## src/psq_pkg.sv

```systemverilog
// Purpose: Shared constants and types of the power state sequencer
// Assumes: 125 MHz system clock, APB register access
// Notes:   Long delays are turned into cycle counts in this package
package psq_pkg;

   // Clock and timing figures
   localparam int CLK_MHZ      = 125;
   localparam int POR_SHORT_MS = 100;
   localparam int POR_LONG_MS  = 1000;
   localparam int DEBOUNCE_MS  = 56;
   localparam int PROC_RST_US  = 1000;
   localparam int RAMP_STEP_US = 100;
   localparam int POR_SHORT_CYC = POR_SHORT_MS * 1000 * CLK_MHZ;
   localparam int POR_LONG_CYC  = POR_LONG_MS * 1000 * CLK_MHZ;
   localparam int DEBOUNCE_CYC  = DEBOUNCE_MS * 1000 * CLK_MHZ;
   localparam int PROC_RST_CYC  = PROC_RST_US * CLK_MHZ;
   localparam int RAMP_STEP_CYC = RAMP_STEP_US * CLK_MHZ;
   localparam int CNT_W         = 27;

   // APB register map (byte offsets)
   localparam int         APB_AW        = 8;
   localparam logic [7:0] OFF_CTRL      = 8'h00;
   localparam logic [7:0] OFF_CONV_TWO  = 8'h04;
   localparam logic [7:0] OFF_LDO_CTRL  = 8'h08;
   localparam logic [7:0] OFF_CHG_CFG   = 8'h0C;
   localparam logic [7:0] OFF_STATUS    = 8'h10;

   // Field positions
   localparam int CTRL_SUPPLY_EN = 0;
   localparam int CTRL_SLEEP_ARM = 1;
   localparam int CONV_CORE_OFF  = 0;
   localparam int CONV_LVL_LSB   = 1;
   localparam int LDO_EN_LSB     = 0;
   localparam int LDO_OFF_LSB    = 2;
   localparam int CHG_AUTO_WAKE  = 7;

   // Reset values of software fields
   localparam logic       RST_SUPPLY_EN = 1'h1;
   localparam logic [1:0] RST_LDO_EN    = 2'h3;

   // Debounced input indices
   localparam int DB_WARM  = 0;
   localparam int DB_PBTN  = 1;
   localparam int DB_COVER = 2;

   // Power states, Gray coded along the power-up path
   typedef enum logic [2:0] {
      ST_NOPWR = 3'h0,
      ST_WAIT  = 3'h1,
      ST_RAMP  = 3'h3,
      ST_POR   = 3'h2,
      ST_ON    = 3'h6,
      ST_LP    = 3'h7,
      ST_DOWN  = 3'h5
   } psq_state_t;

   // Rail control bundle driven to the analog converters
   typedef struct packed {
      logic       main_en;
      logic       core_en;
      logic       core_sleep;
      logic [1:0] sleep_core_level;
      logic [1:0] ldo_en;
      logic [1:0] ldo_low_power;
      logic       reference_en;
   } psq_rails_t;

   // Software-visible control fields
   typedef struct packed {
      logic       supply_en;
      logic       sleep_arm_bit;
      logic       sleep_core_off;
      logic [1:0] sleep_core_level;
      logic [1:0] ldo_en;
      logic [1:0] ldo_off_or_sleep;
      logic       auto_wake_inhibit;
   } psq_regs_t;

endpackage

```

## src/psq_sequencer.sv

```systemverilog
// Purpose: Power state sequencer with reset generation and APB registers
// Assumes: All pins synchronous to sys_clk_in except the sleep request pin
// Notes:   Open-drain outputs are plain active-low levels here
//
// Operation
// - Warm reset press pulses processor reset low
// - Processor reset also exits low-power mode
// - Power-fail low on lockout, overtemperature, cover low
// - Strap picks 100 ms or 1 s delay
// - First power: reference on, outputs held low
// - Cover high and supply ok ramps rails
// - Outputs released after timer, then on state
// - Below lockout, wait and auto-start later
// - On state exits on faults or sleep
// - Arm bit then pin; AND rising edge
// - Low-power core rail off or lowered
// - Per-LDO off or reduced power in sleep
// - Registers stay accessible in low-power mode
// - Low-power exits on faults, pin, buttons
// - Power application enters wait state first
// - Supply enable cleared plus sleep shuts down
// - Shutdown waits for buttons then powers up
// - Both LDO off bits give full shutdown
// - Auto-wake inhibit bit blocks charger wakeup
// - All off in wait resets registers
// - Reset follows main rail good plus delay
// - Buttons and cover debounced, 56 ms
// - Warm reset keeps settings, waits core good
//
// Local design decisions: register access over APB and the register addresses.
`timescale 1ns/1ps
`default_nettype none

module psq_sequencer
   import psq_pkg::*;
#(
   parameter int POR_SHORT_N = POR_SHORT_CYC,
   parameter int POR_LONG_N  = POR_LONG_CYC,
   parameter int DEBOUNCE_N  = DEBOUNCE_CYC,
   parameter int PROC_RST_N  = PROC_RST_CYC,
   parameter int RAMP_STEP_N = RAMP_STEP_CYC
) (
   // Clock and reset
   input  wire logic              sys_clk_in,
   input  wire logic              reset_in,
   // APB slave
   input  wire logic              psel_in,
   input  wire logic              penable_in,
   input  wire logic              pwrite_in,
   input  wire logic [APB_AW-1:0] paddr_in,
   input  wire logic [31:0]       pwdata_in,
   output logic                   pready_out,
   output logic                   pslverr_out,
   output logic [31:0]            prdata_out,
   // Supply and fault monitors
   input  wire logic              supply_ok_in,
   input  wire logic              overtemp_in,
   input  wire logic              main_rail_good_in,
   input  wire logic              core_rail_good_in,
   input  wire logic              charge_voltage_ok_in,
   // Buttons, cover, straps and processor pin
   input  wire logic              warm_reset_button_n_in,
   input  wire logic              power_button_in,
   input  wire logic              battery_cover_in,
   input  wire logic              reset_delay_select_in,
   input  wire logic              rail_order_select_in,
   input  wire logic              sleep_request_pin_in,
   // Reset and warning outputs
   output logic                   power_on_reset_n_out,
   output logic                   power_fail_n_out,
   output logic                   int_hold_n_out,
   output logic                   proc_reset_n_out,
   // Rail controls
   output psq_rails_t             rails_out
);

   localparam logic [CNT_W-1:0] POR_SHORT_C = CNT_W'(POR_SHORT_N - 1);
   localparam logic [CNT_W-1:0] POR_LONG_C  = CNT_W'(POR_LONG_N - 1);
   localparam logic [CNT_W-1:0] DEB_C       = CNT_W'(DEBOUNCE_N - 1);
   localparam logic [CNT_W-1:0] PRST_C      = CNT_W'(PROC_RST_N);
   localparam logic [CNT_W-1:0] RAMP_C      = CNT_W'(RAMP_STEP_N - 1);

   // Whole module state
   typedef struct packed {
      psq_state_t           st;
      logic [1:0]           sreq_sync;
      logic                 sleep_and_d;
      logic [2:0]           db;
      logic [2:0]           db_prev;
      logic [2:0][CNT_W-1:0] db_cnt;
      logic [CNT_W-1:0]     tmr;
      logic [1:0]           step;
      logic                 strap;
      logic                 first_pwr;
      logic                 full_off;
      logic                 rst_pend;
      logic [CNT_W-1:0]     rst_cnt;
      psq_regs_t            regs;
      logic                 por_n;
      logic                 pfail_n;
      logic                 int_n;
      logic                 proc_rst_n;
      psq_rails_t           rails;
      logic                 pready;
      logic                 pslverr;
      logic [31:0]          prdata;
   } psq_state_s_t;

   psq_state_s_t q_r;
   psq_state_s_t q_nxt;

   // Register index from byte address; 3'h7 marks an unmapped word
   function automatic logic [2:0] reg_idx(input logic [APB_AW-1:0] a);
      logic [2:0] idx;
      idx = 3'h7;
      if (a == OFF_CTRL) begin
         idx = 3'h0;
      end else if (a == OFF_CONV_TWO) begin
         idx = 3'h1;
      end else if (a == OFF_LDO_CTRL) begin
         idx = 3'h2;
      end else if (a == OFF_CHG_CFG) begin
         idx = 3'h3;
      end else if (a == OFF_STATUS) begin
         idx = 3'h4;
      end
      return idx;
   endfunction

   // Next-state logic
   always_comb begin
      logic [2:0] raw;
      logic [2:0] press;
      logic       fault;
      logic       sleep_and;
      logic       sleep_rise;
      logic       first_rail_main;
      logic [2:0] idx;
      logic       wr;
      logic [CNT_W-1:0] por_c;
      raw = 3'h0;
      press = 3'h0;
      fault = 1'h0;
      sleep_and = 1'h0;
      sleep_rise = 1'h0;
      first_rail_main = 1'h0;
      idx = 3'h7;
      wr = 1'h0;
      por_c = POR_SHORT_C;
      q_nxt = q_r;

      // Sleep pin: first flop only feeds the second
      q_nxt.sreq_sync = {q_r.sreq_sync[0], sleep_request_pin_in};
      sleep_and = q_r.sreq_sync[1] & q_r.regs.sleep_arm_bit;
      q_nxt.sleep_and_d = sleep_and;
      sleep_rise = sleep_and & ~q_r.sleep_and_d;

      // Debounce: level must hold a full window before it is taken
      raw[DB_WARM] = ~warm_reset_button_n_in;
      raw[DB_PBTN] = power_button_in;
      raw[DB_COVER] = battery_cover_in;
      for (int i = 0; i < 3; i++) begin
         if (raw[i] == q_r.db[i]) begin
            q_nxt.db_cnt[i] = '0;
         end else if (q_r.db_cnt[i] == DEB_C) begin
            q_nxt.db[i] = raw[i];
            q_nxt.db_cnt[i] = '0;
         end else begin
            q_nxt.db_cnt[i] = q_r.db_cnt[i] + 1'b1;
         end
      end
      q_nxt.db_prev = q_r.db;
      press = q_r.db & ~q_r.db_prev;

      // Fault conditions outrank every other transition out of ST_RAMP, ST_POR, ST_ON and ST_LP
      fault = ~supply_ok_in | overtemp_in | ~q_r.db[DB_COVER];
      first_rail_main = ~rail_order_select_in;
      por_c = q_r.strap ? POR_LONG_C : POR_SHORT_C;

      // APB: registers answer in every power state
      idx = reg_idx(paddr_in);
      wr = psel_in & penable_in & q_r.pready & pwrite_in;
      if (wr) begin
         unique case (idx)
            3'h0: begin
               q_nxt.regs.supply_en = pwdata_in[CTRL_SUPPLY_EN];
               q_nxt.regs.sleep_arm_bit = pwdata_in[CTRL_SLEEP_ARM];
            end
            3'h1: begin
               q_nxt.regs.sleep_core_off = pwdata_in[CONV_CORE_OFF];
               q_nxt.regs.sleep_core_level = pwdata_in[CONV_LVL_LSB +: 2];
            end
            3'h2: begin
               q_nxt.regs.ldo_en = pwdata_in[LDO_EN_LSB +: 2];
               q_nxt.regs.ldo_off_or_sleep = pwdata_in[LDO_OFF_LSB +: 2];
            end
            3'h3: q_nxt.regs.auto_wake_inhibit = pwdata_in[CHG_AUTO_WAKE];
            default: ;
         endcase
      end
      q_nxt.pready = psel_in & ~penable_in;
      q_nxt.pslverr = psel_in & ~penable_in & (idx == 3'h7);
      q_nxt.prdata = 32'h0;
      if (psel_in & ~penable_in) begin
         unique case (idx)
            3'h0: q_nxt.prdata = {30'h0, q_r.regs.sleep_arm_bit, q_r.regs.supply_en};
            3'h1: q_nxt.prdata = {29'h0, q_r.regs.sleep_core_level, q_r.regs.sleep_core_off};
            3'h2: q_nxt.prdata = {28'h0, q_r.regs.ldo_off_or_sleep, q_r.regs.ldo_en};
            3'h3: q_nxt.prdata = {24'h0, q_r.regs.auto_wake_inhibit, 7'h0};
            3'h4: q_nxt.prdata = {23'h0, q_r.rst_pend, q_r.full_off, q_r.strap,
                                 q_r.db, q_r.st};
            default: q_nxt.prdata = 32'h0;
         endcase
      end

      // Warm reset press: reset request, settings untouched
      if (press[DB_WARM] && (q_r.st == ST_ON || q_r.st == ST_LP)) begin
         q_nxt.rst_pend = 1'h1;
      end

      // Power state machine
      unique case (q_r.st)
         ST_NOPWR: begin
            q_nxt.strap = reset_delay_select_in;
            q_nxt.st = ST_WAIT;
         end
         ST_WAIT: begin
            // Wake on first power, buttons, or charger unless inhibited
            if (supply_ok_in && q_r.db[DB_COVER] &&
                (q_r.first_pwr || press[DB_PBTN] || press[DB_WARM] ||
                 (~q_r.regs.auto_wake_inhibit && charge_voltage_ok_in))) begin
               if (q_r.full_off) begin
                  q_nxt.regs = '0;
                  q_nxt.regs.supply_en = RST_SUPPLY_EN;
                  q_nxt.regs.ldo_en = RST_LDO_EN;
               end
               q_nxt.full_off = 1'h0;
               q_nxt.st = ST_RAMP;
               q_nxt.step = 2'h0;
               q_nxt.tmr = '0;
            end
         end
         ST_RAMP: begin
            if (fault) begin
               q_nxt.st = ST_DOWN;
               q_nxt.step = 2'h0;
               q_nxt.tmr = '0;
            end else if (q_r.step != 2'h2) begin
               // Rails follow the order strap, one step apart
               if (q_r.tmr == RAMP_C) begin
                  q_nxt.step = q_r.step + 2'h1;
                  q_nxt.tmr = '0;
               end else begin
                  q_nxt.tmr = q_r.tmr + 1'b1;
               end
            end else if (main_rail_good_in) begin
               q_nxt.st = ST_POR;
               q_nxt.tmr = '0;
            end
         end
         ST_POR: begin
            if (fault) begin
               q_nxt.st = ST_DOWN;
               q_nxt.step = 2'h0;
               q_nxt.tmr = '0;
            end else if (!main_rail_good_in) begin
               q_nxt.tmr = '0;
            end else if (q_r.tmr == por_c) begin
               q_nxt.st = ST_ON;
               q_nxt.first_pwr = 1'h0;
            end else begin
               q_nxt.tmr = q_r.tmr + 1'b1;
            end
         end
         ST_ON: begin
            if (fault) begin
               q_nxt.st = ST_DOWN;
               q_nxt.step = 2'h0;
               q_nxt.tmr = '0;
            end else if (sleep_rise) begin
               if (q_r.regs.supply_en) begin
                  q_nxt.st = ST_LP;
               end else begin
                  q_nxt.st = ST_DOWN;
                  q_nxt.step = 2'h0;
                  q_nxt.tmr = '0;
                  q_nxt.full_off = &q_r.regs.ldo_off_or_sleep;
               end
            end
         end
         ST_LP: begin
            if (fault) begin
               q_nxt.st = ST_DOWN;
               q_nxt.step = 2'h0;
               q_nxt.tmr = '0;
            end else if (!q_r.sreq_sync[1] || press[DB_PBTN] || press[DB_WARM]) begin
               q_nxt.st = ST_ON;
            end
         end
         ST_DOWN: begin
            // Reverse order ramp-down, then everything waits
            if (q_r.tmr == RAMP_C) begin
               q_nxt.tmr = '0;
               if (q_r.step == 2'h1) begin
                  q_nxt.st = ST_WAIT;
               end else begin
                  q_nxt.step = q_r.step + 2'h1;
               end
            end else begin
               q_nxt.tmr = q_r.tmr + 1'b1;
            end
            q_nxt.rst_pend = 1'h0;
         end
         default: q_nxt.st = ST_NOPWR;
      endcase

      // Processor reset pulse only once core rail regulates
      if (q_r.rst_cnt != '0) begin
         q_nxt.rst_cnt = q_r.rst_cnt - 1'b1;
      end else if (q_r.rst_pend && core_rail_good_in && q_nxt.st == ST_ON) begin
         q_nxt.rst_cnt = PRST_C;
         q_nxt.rst_pend = 1'h0;
      end

      // Rail enables from the coming state
      q_nxt.rails = '0;
      q_nxt.rails.reference_en = 1'h1;
      q_nxt.rails.sleep_core_level = q_nxt.regs.sleep_core_level;
      unique case (q_nxt.st)
         ST_RAMP: begin
            q_nxt.rails.main_en = first_rail_main | (q_nxt.step != 2'h0);
            q_nxt.rails.core_en = ~first_rail_main | (q_nxt.step != 2'h0);
            q_nxt.rails.ldo_en = (q_nxt.step == 2'h2) ? q_nxt.regs.ldo_en : 2'h0;
         end
         ST_POR, ST_ON: begin
            q_nxt.rails.main_en = 1'h1;
            q_nxt.rails.core_en = 1'h1;
            q_nxt.rails.ldo_en = q_nxt.regs.ldo_en;
         end
         ST_LP: begin
            q_nxt.rails.main_en = 1'h1;
            q_nxt.rails.core_en = ~q_nxt.regs.sleep_core_off;
            q_nxt.rails.core_sleep = ~q_nxt.regs.sleep_core_off;
            q_nxt.rails.ldo_en = q_nxt.regs.ldo_en & ~q_nxt.regs.ldo_off_or_sleep;
            q_nxt.rails.ldo_low_power = q_nxt.rails.ldo_en;
         end
         ST_DOWN: begin
            q_nxt.rails.main_en = (q_nxt.step == 2'h0) | first_rail_main;
            q_nxt.rails.core_en = (q_nxt.step == 2'h0) | ~first_rail_main;
            q_nxt.rails.ldo_en = q_nxt.regs.ldo_en & ~q_nxt.regs.ldo_off_or_sleep;
         end
         ST_WAIT: begin
            q_nxt.rails.ldo_en = q_nxt.regs.ldo_en & ~q_nxt.regs.ldo_off_or_sleep;
            q_nxt.rails.ldo_low_power = q_nxt.rails.ldo_en;
            q_nxt.rails.reference_en = (|q_nxt.rails.ldo_en) | ~supply_ok_in;
         end
         default: ;
      endcase

      // Output levels; power-on reset gates the others
      q_nxt.por_n = (q_nxt.st == ST_ON) || (q_nxt.st == ST_LP);
      q_nxt.pfail_n = q_nxt.por_n & supply_ok_in & ~overtemp_in & q_r.db[DB_COVER];
      q_nxt.int_n = q_nxt.por_n;
      q_nxt.proc_rst_n = q_nxt.por_n & (q_nxt.rst_cnt == '0);

      // Synchronous reset: power application
      if (reset_in) begin
         q_nxt = '0;
         q_nxt.st = ST_NOPWR;
         q_nxt.first_pwr = 1'h1;
         q_nxt.regs.supply_en = RST_SUPPLY_EN;
         q_nxt.regs.ldo_en = RST_LDO_EN;
         q_nxt.rails.reference_en = 1'h1;
      end
   end

   // Single state register
   always_ff @(posedge sys_clk_in) begin
      q_r <= q_nxt;
   end

   // Outputs straight from flops
   assign pready_out           = q_r.pready;
   assign pslverr_out          = q_r.pslverr;
   assign prdata_out           = q_r.prdata;
   assign power_on_reset_n_out = q_r.por_n;
   assign power_fail_n_out     = q_r.pfail_n;
   assign int_hold_n_out       = q_r.int_n;
   assign proc_reset_n_out     = q_r.proc_rst_n;
   assign rails_out            = q_r.rails;

endmodule

`default_nettype wire

```

## config.mk

```make
export PLATFORM = sky130hd
export DESIGN_NAME = psq_sequencer
export DESIGN_NICKNAME = d
export VERILOG_FILES = /design/src/psq_pkg.sv /design/src/psq_sequencer.sv
export SDC_FILE = /design/constraint.sdc
export NUM_CORES = 1
export LEC_CHECK = 0
export ABC_AREA = 1
export BUFFER_PORTS_ARGS = -buffer_cell sky130_fd_sc_hd__buf_4
export CAP_MARGIN = 5
export CORE_UTILIZATION = 43
export DETAILED_ROUTE_END_ITERATION = 10
export GPL_ROUTABILITY_DRIVEN = 0
export PLACE_DENSITY_LB_ADDON = 0.25
export SYNTH_ARGS = -nofsm -noshare
export SYNTH_HDL_FRONTEND = slang
export SYNTH_SLANG_ARGS = --single-unit
export TNS_END_PERCENT = 50
```

## constraint.sdc

```tcl
create_clock -name sys_clk_in -period 2.1 [get_ports sys_clk_in]
set_input_delay 0.42 -clock sys_clk_in [delete_from_list [all_inputs] [get_ports sys_clk_in]]
set_output_delay 0.42 -clock sys_clk_in [all_outputs]
set_load 0.02 [all_outputs]
```

After elaboration in Yosys (flattened, before gate mapping)
Cells that the tools add are included.
Cells by class
  bitwise gates (word level): 39
  eq/ne operators: 41
  muxes and demuxes: 61
  $add $sub $neg: 6
  reduce and logical (&&, ||, !) cells: 41
Operators by type and width (count)
  $mux W27: 8
  $mux W29: 6
  $pmux W29 S6: 1
  $add A27 B1 Y27 const B: 4
  $eq A27 B23 Y1 const B: 3
  $mux W3: 18
  $pmux W9 S5: 1
  $mux W10: 4
  $mux W28: 1
  $eq A27 B14 Y1 const B: 1
  $eq A27 B27 Y1: 1
  $logic_not A27 Y1: 1
  $reduce_bool A27 Y1: 1
  $sub A27 B1 Y27 const B: 1
  $eq A3 B3 Y1 const B: 8
  $pmux W3 S7: 1
  $eq A3 B2 Y1 const B: 6
  $mux W2: 9
  $not A1 Y1: 17
  $eq A8 B4 Y1 const B: 2
  $reduce_or A2 Y1: 7
  $ne A2 B2 Y1 const B: 6
  $reduce_or A3 Y1: 4
  $and A1 B1 Y1: 11
  29 further kinds: 66
Word-level totals
  logic and storage cells: 224
  register bits after elaboration: 207
  bits of input ports: 56
  output and inout port bits: 48

Logic depth before layout (Yosys ltp)
Gate-level depths: netlist of the first run.
  word-level depth: 16
  mapped depth: 16
  gate-level depth less buffers: 16

Least setup slack after synthesis of the first run
Ideal clock, no wire load.
  path kind: register to register
  start point: reg q_r[91] (netlist name)
  end point: reg q_r[113] (netlist name)
  cell stages (with the launch flop): 15
  setup time: 0.128 ns
  arrival: 1.787 ns
  required time: 1.972 ns
  setup slack: 0.185 ns
  clock period less this slack: 1.915 ns
  path buffers: 0
  cells stage by stage: dfxtp_1 -> ha_1 -> nand3_1 -> nor2_1 -> inv_1 -> nor2_1 -> inv_1 -> nor3_1 -> nand3_1 -> inv_1 -> nand4_1 -> inv_1 -> nand2_1 -> o21ai_1 -> a22oi_1
Between the ends
  longest elaborated chain between the ends: 5
  elaborated cells between the ends (all ways): 12
  those cells by class: add/sub (1); eq/ne (3); mux (7); reduce/logical (1)
Ends and longest elaborated chain
  start: declaration: line psq_sequencer.sv:109  | psq_state_s_t q_r;
  start signal: assignment: line psq_sequencer.sv:379  | q_r <= q_nxt;
  $add A27 B1 Y27 / $eq A27 B14 Y1 (equally long branches)
  $mux W27 (on tied branches): line psq_sequencer.sv:268, psq_sequencer.sv:250, psq_sequencer.sv:302
  $mux W27 (on tied branches): line psq_sequencer.sv:266, psq_sequencer.sv:248
  $mux W27 / $mux W29 (equally long branches): line psq_sequencer.sv:262, psq_sequencer.sv:244
  $pmux W29 S6: line psq_sequencer.sv:222  | unique case (q_r.st)
Parallel ways exist; a longest one is shown, timed or not. The select of a mux whose other input is x is not followed.
A chain may end at the register's enable or synchronous reset.

Worst setup path in the final report of the first run
  start point: reg q_r[118] (netlist name)
  end point: reg q_r[138] (netlist name)
Between the ends
  longest elaborated chain between the ends: 2
  elaborated cells between the ends (all ways): 3
  those cells by class: add/sub (1); eq/ne (1); reduce/logical (1)
Ends and longest elaborated chain
  branches (longest 2 deep; another with $add A27 B1 Y27)
Parallel ways; which one is timed is not known.

==> metrics.txt, run 1 <==
# TYPE chip_impl_metric gauge
chip_impl_info{name="run_status",value="finished with violations"} 1
chip_impl_info{name="failed_checks",value="design-rule violations, negative setup slack"} 1
chip_impl_metric{name="clkSinkCount",unit=""} 184
chip_impl_info{name="busiest_layer",value="met2"} 1
chip_impl_metric{name="std_cell_rows",unit=""} 54
chip_impl_info{name="dominant_combinational_cell_family_by_area_after_synthesis",value="simple AND/OR/NAND/NOR gates"} 1
chip_impl_metric{name="wl_per_cell",unit="um"} 12.9
chip_impl_metric{name="synth_simple_gate_area_share",unit="%"} 35.3
chip_impl_metric{name="gr-usage-met3",unit="%"} 3.70
chip_impl_metric{name="cts_max_level",unit=""} 4
chip_impl_metric{name="clk_latency",unit="ps"} 440
chip_impl_info{name="timing.rr.start",value="q_r[118]"} 1
chip_impl_metric{name="fp.dieH",unit="um"} 152
chip_impl_metric{name="wire_length_of_the_first_global_routing_pass",unit="mm"} 39.9
chip_impl_metric{name="cts-buffers-inserted",unit=""} 17
chip_impl_metric{name="antenna_cells",unit=""} 0
chip_impl_metric{name="synth_largest_type_area_fraction",unit="%"} 37.9
chip_impl_metric{name="synth_cells",unit=""} 1429
chip_impl_info{name="most_common_cell_after_layout_fill_and_taps_aside",value="sky130_fd_sc_hd__nand2_1"} 1
chip_impl_metric{name="clk_pin_slew_worst_paths",unit="ps"} 70
chip_impl_metric{name="met2_usage",unit="%"} 34.8
chip_impl_metric{name="drv.max_cap_violation_count",unit=""} 0
chip_impl_info{name="most-common-layout-cells",value="sky130_fd_sc_hd__nand2_1 (241), sky130_fd_sc_hd__nor2_1 (205), sky130_fd_sc_hd__inv_1 (197)"} 1
chip_impl_info{name="critical_path.startpoint_type",value="flop"} 1
chip_impl_metric{name="power.leakage",unit="nW"} 5.22
chip_impl_metric{name="antenna_violations_before_repair",unit=""} 0
chip_impl_metric{name="path_buf_inv",unit=""} 0
chip_impl_metric{name="cts-root-to-sink-buffers",unit=""} 2
chip_impl_info{name="cell_type_group_with_the_largest_total_delay_on_the_critical_path",value="simple AND/OR/NAND/NOR gates"} 1
chip_impl_metric{name="grt.overflow.total",unit=""} 0
chip_impl_metric{name="floorplan.io_pins",unit=""} 104
chip_impl_metric{name="powerDensity",unit="mW/mm^2"} 792
chip_impl_info{name="worst_path_max_delay_cell",value="sky130_fd_sc_hd__dfxtp_4"} 1
chip_impl_metric{name="detailroute.via_count",unit=""} 9444
chip_impl_metric{name="async_flop_share",unit="%"} 0
chip_impl_info{name="cts_tree",value="yes"} 1
chip_impl_metric{name="finalClockSkew",unit="ps"} 13.5
chip_impl_metric{name="place_area",unit="mm^2"} 0.0110
chip_impl_metric{name="fin_crit_share",unit="%"} 101
chip_impl_metric{name="post-route-util",unit="%"} 55.7
chip_impl_info{name="holdCritPathClass",value="input pin to flop"} 1
chip_impl_metric{name="grt_util_overall",unit="%"} 20.8
chip_impl_metric{name="critical_path.max_fanout",unit=""} 3
chip_impl_metric{name="count_of_pins_over_their_slew_limit",unit=""} 0
chip_impl_metric{name="syn-mean-instance-area",unit="um^2"} 6.80
chip_impl_metric{name="drt_iter0_drc",unit=""} 516
chip_impl_info{name="synth_flop_cell",value="sky130_fd_sc_hd__dfxtp_1"} 1
chip_impl_metric{name="worst_path_setup_slack_after_routing",unit="ps"} -29.6
chip_impl_metric{name="synth.mux.area_fraction",unit="%"} 0
chip_impl_info{name="grt_setup_unrepaired",value="yes"} 1
chip_impl_metric{name="min_period",unit="ps"} 2130
chip_impl_metric{name="post_synth_fa_ha_maj_area_fraction",unit="%"} 1.29
chip_impl_metric{name="port-buffer-count",unit=""} 53
chip_impl_metric{name="max_stage_delay",unit="ps"} 370
chip_impl_info{name="cp_cell_sequence",value="ha_4 > nand2_4 > nor2_4 > nand2_4 > nor2_4 > nand3_2 > nor3_4 > nand2_2 > nor3_4 > nand2_1 > nor2_2 > nand2_2 > nand2_1 > nor3b_2"} 1
chip_impl_metric{name="final_net_count",unit=""} 1662
chip_impl_metric{name="drc_violations_left",unit=""} 6
chip_impl_metric{name="coreArea",unit="mm^2"} 0.0220
chip_impl_info{name="critical_path_class",value="flop to flop"} 1
chip_impl_metric{name="finalPower",unit="mW"} 9.71
chip_impl_metric{name="count_of_hold_fix_buffers_inserted_at_cts",unit=""} 0
chip_impl_metric{name="dieArea",unit="mm^2"} 0.0232
chip_impl_metric{name="finalSetupViolations",unit=""} 1
chip_impl_info{name="crit_start",value="q_r[118]"} 1
chip_impl_metric{name="yosys.area_share.xor_xnor",unit="%"} 3.15
chip_impl_info{name="clockRootBuffer",value="sky130_fd_sc_hd__clkbuf_16"} 1
chip_impl_metric{name="postSynthRegisterBits",unit=""} 184
chip_impl_info{name="worstSetupEndpointType",value="flop"} 1
chip_impl_metric{name="synth.distinct_cells",unit=""} 52
chip_impl_metric{name="globalRouteMet1Util",unit="%"} 27.1
chip_impl_metric{name="data_arrival_time_of_the_critical_path",unit="ps"} 2490
chip_impl_metric{name="drive_above_1_share",unit="%"} 23.4
chip_impl_metric{name="first_global_vias",unit=""} 8835
chip_impl_metric{name="area_growth_syn_to_fin",unit="%"} 26.2
chip_impl_metric{name="grt_start_max_net_pins",unit=""} 34
chip_impl_metric{name="seq_area_frac_synth",unit="%"} 37.9
chip_impl_metric{name="fill_cells",unit=""} 2064
chip_impl_info{name="cell_type_with_the_largest_total_area_after_synthesis",value="sky130_fd_sc_hd__dfxtp_1"} 1
chip_impl_metric{name="vdd.ir_drop.worst",unit="V"} 0.000537
chip_impl_metric{name="synth-edff-count",unit=""} 0
chip_impl_metric{name="yosys_warning_total",unit=""} 0
chip_impl_metric{name="hold_viol_final",unit=""} 0
chip_impl_metric{name="vias_per_cell",unit=""} 5.00
chip_impl_metric{name="final_design_area_no_fill",unit="mm^2"} 0.0123
chip_impl_metric{name="synth_compound_gate_area_share",unit="%"} 10.1
chip_impl_metric{name="first_pass_iters",unit=""} 8
chip_impl_info{name="hold_start",value="penable_in"} 1
chip_impl_metric{name="critical_path_required",unit="ps"} 2460
chip_impl_metric{name="wirelength",unit="mm"} 24.4
chip_impl_metric{name="initial_utilization",unit="%"} 44.1
chip_impl_metric{name="die_span_in_x",unit="um"} 152
chip_impl_metric{name="syn-cell-area",unit="mm^2"} 0.00972
chip_impl_metric{name="dp.final_hpwl",unit="mm"} 18.1
chip_impl_metric{name="fmax",unit="GHz"} 0.470
chip_impl_metric{name="postRouteAntennaNets",unit=""} 0
chip_impl_info{name="yosys-top-cells-area",value="sky130_fd_sc_hd__dfxtp_1 (38%), sky130_fd_sc_hd__nand2_1 (9.9%), sky130_fd_sc_hd__nor2_1 (9.1%)"} 1
[cells in the mapped netlist (11+ instances only)]
library cell and instances:
sky130_fd_sc_hd__inv_1 205, sky130_fd_sc_hd__o21ai_0 44, sky130_fd_sc_hd__nand2_2 11, sky130_fd_sc_hd__xnor2_1 14, sky130_fd_sc_hd__nor2_1 236, sky130_fd_sc_hd__nor2_2 11
sky130_fd_sc_hd__dfxtp_1 184, sky130_fd_sc_hd__nand3_1 76, sky130_fd_sc_hd__nand2_1 256, sky130_fd_sc_hd__a21oi_1 74, sky130_fd_sc_hd__nand4_1 38, sky130_fd_sc_hd__clkbuf_1 11
sky130_fd_sc_hd__nor4_1 20, sky130_fd_sc_hd__xor2_1 21, sky130_fd_sc_hd__nor3_1 66, sky130_fd_sc_hd__nor3b_1 11, sky130_fd_sc_hd__buf_4 45
[registers in the layout, indices dropped and copies added (netlist names)]
name,flops
power_fail_n_out,1
proc_reset_n_out,1
int_hold_n_out,1
pslverr_out,1
rails_out,10
prdata_out,9
q_r,160
pready_out,1
[cell type report]
class	instances	area [um^2]	area share (%)
clock buffers	19	443	3.61
clock inverters	12	163	1.33
inverters	212	803	6.55
multi-input cells	995	5360	43.7
flip-flops and latches	184	3710	30.3
well taps	280	350	2.86
repair buffers	186	1440	11.7
[repair_timing]
action | in CTS | in global routing
pin swaps | 8 | 52
cloned | 0 | 1
setup endpoints to repair | 17 | 86
buffers inserted | 3 | 16
gates resized for setup | 10 | 128
[routing by layer]
layer,vias up,part of all wire (%)
li1,4887,-
met1,4334,46
met2,198,48
met3,25,4.5
met4,0,1.4
met5,-,0
[per-stage QoR]
| stage | hold slack (ps) | worst slack [ps] | std cells | setup TNS [ps] |
|---|---|---|---|---|
| 4_1_cts | 187 | 0.632 | 1871 | 0 |
| 2_1_floorplan | 388 | 185 | 1451 | 0 |
| 6_report | 197 | -29.6 | 1888 | -29.6 |
| 3_5_place_dp | 432 | -96.9 | 1837 | -645 |
| 5_1_grt | 193 | -160 | 1888 | -1020 |
| 3_3_place_gp | 429 | -80.2 | 1837 | -546 |
[logic make-up after synthesis]
family / after synthesis
and+or+nand+nor: 757
buffers and inverters: 273
DFF: 184
AOI/OAI and AO/OA: 169
xor gates and xnor gates: 35
adders and majority gates: 10
other: 1
[path summary, 6_finish.rpt]
check	end	slack, ps	depth (start not counted)
worst min register to register	q_r[172]	410	1
worst min-delay path	pready_out	200	2
worst max-delay path	q_r[138]	-30	14
worst max register to register	q_r[138]	-30	14
[report_power, final]
part	internal, mW	switching, mW
Combinational	1.04	1.56
Sequential	3.63	0.137
Clock	1.92	1.43
Note: power is estimated with default switching activity, not from simulation.
==> run 2, diff against run 1 <==
--- a/config.mk
+++ b/config.mk
@@ -9,6 +9,7 @@
 export BUFFER_PORTS_ARGS = -buffer_cell sky130_fd_sc_hd__buf_4
 export CAP_MARGIN = 5
 export CORE_UTILIZATION = 43
+export CTS_BUF_LIST = sky130_fd_sc_hd__clkbuf_8
 export DETAILED_ROUTE_END_ITERATION = 10
 export GPL_ROUTABILITY_DRIVEN = 0
 export PLACE_DENSITY_LB_ADDON = 0.25
==> run 2 against run 1 <==
  * The flow still finishes with violations (design-rule violations, negative setup slack)
  * Highest routed layer unchanged
  * Sequential share of layout area up 0.16 points
  * Core utilization is essentially flat
  * Maximum frequency increased by 0.92%
  * Critical path type unchanged
  * Clock power shrank 24%
  * Flip-flop and latch count unchanged
  * Global-route usage shrank 0.12 points
  * First-iteration DRC count grew 22%
  * Final area about the same
  * Largest cell class unchanged
==> metrics.txt, run 2 (synthesized netlist as in run 1, its figures left out) <==
# TYPE chip_impl_metric gauge
chip_impl_info{name="run_status",value="finished with violations"} 1
chip_impl_info{name="failed_checks",value="design-rule violations, negative setup slack"} 1
chip_impl_metric{name="area_growth_syn_to_fin",unit="%"} 26.1
chip_impl_metric{name="max_reg_flops",unit=""} 160
chip_impl_metric{name="cts_max_level",unit=""} 4
chip_impl_metric{name="count_of_pins_over_their_slew_limit",unit=""} 0
chip_impl_info{name="timing.rr.start",value="q_r[118]"} 1
chip_impl_metric{name="first_global_vias",unit=""} 8789
chip_impl_metric{name="grt.overflow.total",unit=""} 0
chip_impl_info{name="crit_start",value="q_r[118]"} 1
chip_impl_metric{name="wire_length_of_the_first_global_routing_pass",unit="mm"} 39.7
chip_impl_metric{name="sequentialPowerShare",unit="%"} 42.2
chip_impl_info{name="worstSetupEndpointType",value="flop"} 1
chip_impl_metric{name="finalHoldWorstSlack",unit="ps"} 159
chip_impl_metric{name="vdd.ir_drop.worst",unit="V"} 0.000430
chip_impl_info{name="hold_start",value="penable_in"} 1
chip_impl_metric{name="dieArea",unit="mm^2"} 0.0232
chip_impl_metric{name="internal-power",unit="mW"} 5.91
chip_impl_metric{name="powerDensity",unit="mW/mm^2"} 727
chip_impl_metric{name="count_of_hold_fix_buffers_inserted_at_cts",unit=""} 0
chip_impl_info{name="clockRootBuffer",value="sky130_fd_sc_hd__clkbuf_8"} 1
chip_impl_info{name="critical_path_class",value="flop to flop"} 1
chip_impl_metric{name="initial_utilization",unit="%"} 44.1
chip_impl_metric{name="grt_util_overall",unit="%"} 20.7
chip_impl_metric{name="drc_violations_left",unit=""} 6
chip_impl_metric{name="vias_per_cell",unit=""} 4.97
chip_impl_metric{name="netSwitchingFraction",unit="%"} 33.7
chip_impl_info{name="most_common_cell_after_layout_fill_and_taps_aside",value="sky130_fd_sc_hd__nand2_1"} 1
chip_impl_metric{name="wl_per_cell",unit="um"} 12.9
chip_impl_metric{name="fin_crit_share",unit="%"} 100
chip_impl_metric{name="drt_iter0_drc",unit=""} 631
chip_impl_metric{name="worst_path_setup_slack_after_routing",unit="ps"} -10.2
chip_impl_info{name="grt_setup_unrepaired",value="yes"} 1
chip_impl_info{name="critical_path.startpoint_type",value="flop"} 1
chip_impl_metric{name="finalClockSkew",unit="ps"} 20.2
chip_impl_metric{name="port-buffer-count",unit=""} 53
chip_impl_metric{name="fp.dieH",unit="um"} 152
chip_impl_metric{name="pre_cts_slack",unit="ps"} -96.9
chip_impl_metric{name="grt_start_max_net_pins",unit=""} 34
chip_impl_metric{name="first_pass_iters",unit=""} 10
chip_impl_metric{name="min_period",unit="ps"} 2110
chip_impl_metric{name="clk_latency",unit="ps"} 480
chip_impl_metric{name="floorplan.io_pins",unit=""} 104
chip_impl_info{name="holdCritPathClass",value="input pin to flop"} 1
chip_impl_metric{name="clkPwrFrac",unit="%"} 28.5
chip_impl_metric{name="coreArea",unit="mm^2"} 0.0220
chip_impl_metric{name="cts-buffers-inserted",unit=""} 17
chip_impl_metric{name="stdcell_count",unit=""} 1903
chip_impl_metric{name="critical_path.max_fanout",unit=""} 3
chip_impl_metric{name="antenna_violations_before_repair",unit=""} 0
chip_impl_metric{name="netSwitchingPower",unit="mW"} 3.01
chip_impl_metric{name="clkSinkCount",unit=""} 184
chip_impl_metric{name="finalSetupViolations",unit=""} 1
chip_impl_info{name="cts_tree",value="yes"} 1
chip_impl_info{name="largest-register",value="q_r"} 1
chip_impl_metric{name="fmax",unit="GHz"} 0.474
chip_impl_metric{name="drv.max_cap_violation_count",unit=""} 0
chip_impl_metric{name="data_arrival_time_of_the_critical_path",unit="ps"} 2510
chip_impl_metric{name="power.leakage",unit="nW"} 5.23
chip_impl_metric{name="postRouteAntennaNets",unit=""} 0
chip_impl_metric{name="detailroute.via_count",unit=""} 9455
chip_impl_metric{name="p_comb_share",unit="%"} 29.2
chip_impl_metric{name="post-place-cells",unit=""} 1837
chip_impl_metric{name="final_net_count",unit=""} 1677
chip_impl_metric{name="wirelength",unit="mm"} 24.5
chip_impl_metric{name="die_span_in_x",unit="um"} 152
chip_impl_metric{name="critical_path_required",unit="ps"} 2500
chip_impl_info{name="most-common-layout-cells",value="sky130_fd_sc_hd__nand2_1 (238), sky130_fd_sc_hd__nor2_1 (203), sky130_fd_sc_hd__inv_1 (197)"} 1
chip_impl_metric{name="cts-root-to-sink-buffers",unit=""} 2
chip_impl_metric{name="hold_viol_final",unit=""} 0
chip_impl_metric{name="drive_above_1_share",unit="%"} 25.1
chip_impl_metric{name="clk_pin_slew_worst_paths",unit="ps"} 100
chip_impl_metric{name="std_cell_rows",unit=""} 54
chip_impl_metric{name="antenna_cells",unit=""} 0
chip_impl_metric{name="dp.final_hpwl",unit="mm"} 18.1
run 2: changes by cell type in the layout (fill, tap and decap cells not counted), sizes merged:
cell / previous run / this run
buf: 186 / 201
clkbuf: 19 / 18
inv: 216 / 217
run 2: routing by layer:
metal / track usage, % / share of wire, % / vias up
met5: 0 / 0 / -
met1: 27.1 / 47 / 4313
met4: 7.24 / 1.9 / 0
met3: 3.27 / 4.3 / 34
met2: 34.5 / 47 / 198
li1: - / - / 4910
run 2: cell type report:
| type | count | area, um^2 |
|---|---|---|
| Clock inverter | 13 | 166 |
| Timing Repair Buffer | 201 | 1560 |
| Fill cell | 2067 | 9760 |
| Clock buffer | 18 | 248 |
| Sequential cell | 184 | 3730 |
| Inverter | 212 | 803 |
| Tap cell | 280 | 350 |
| Multi-Input combinational cell | 995 | 5400 |
run 2: power groups by stage:
stage	Combinational (mW)	Clock, mW	Sequential [mW]
floorplan	1.70	0	3.81
global placement	2.42	0	3.84
detailed placement	2.45	0	3.84
CTS	2.47	2.63	3.76
global route	2.93	2.74	3.78
finish	2.61	2.55	3.76
run 2: what timing repair did:
item / CTS / global route
gates resized for setup: 12 / 154
setup buffers: 3 / 31
endpoints found under the hold margin: 0 / 0
setup endpoints to repair: 17 / 85
pin swaps: 8 / 69
cloned: 0 / 1
run 2: critical path, cell delays in order, from the launching register on:
cell and delay (ps):
sky130_fd_sc_hd__dfxtp_2 370, sky130_fd_sc_hd__ha_4 150, sky130_fd_sc_hd__nand2_4 50, sky130_fd_sc_hd__nor2_4 130
sky130_fd_sc_hd__nand2_4 80, sky130_fd_sc_hd__nor2_4 120, sky130_fd_sc_hd__nand3_2 90, sky130_fd_sc_hd__nor3_4 230
sky130_fd_sc_hd__nand2_2 110, sky130_fd_sc_hd__nor3_4 200, sky130_fd_sc_hd__nand2_1 100, sky130_fd_sc_hd__nor2_2 150
sky130_fd_sc_hd__nand2_2 80, sky130_fd_sc_hd__nand2_1 50, sky130_fd_sc_hd__nor3b_2 140
run 2: stage by stage:
stage               power, mW  TNS [ps]  utilization (%)  instance area, um^2
floorplan                5.51         0                -                 9810
global placement         6.26      -546             50.1                11000
detailed placement       6.29      -645             50.1                11000
CTS                      8.85         0             52.3                11500
global route             9.46     -1670             55.7                12300
finish                   8.92     -10.2             55.7                12300
run 2: final timing paths:
kind / to / slack (ps) / cells after the start
setup / recovery: q_r[138] / -10 / 14
hold / removal: pready_out / 160 / 2
setup reg to reg: q_r[138] / -10 / 14
hold reg to reg: q_r[172] / 420 / 1
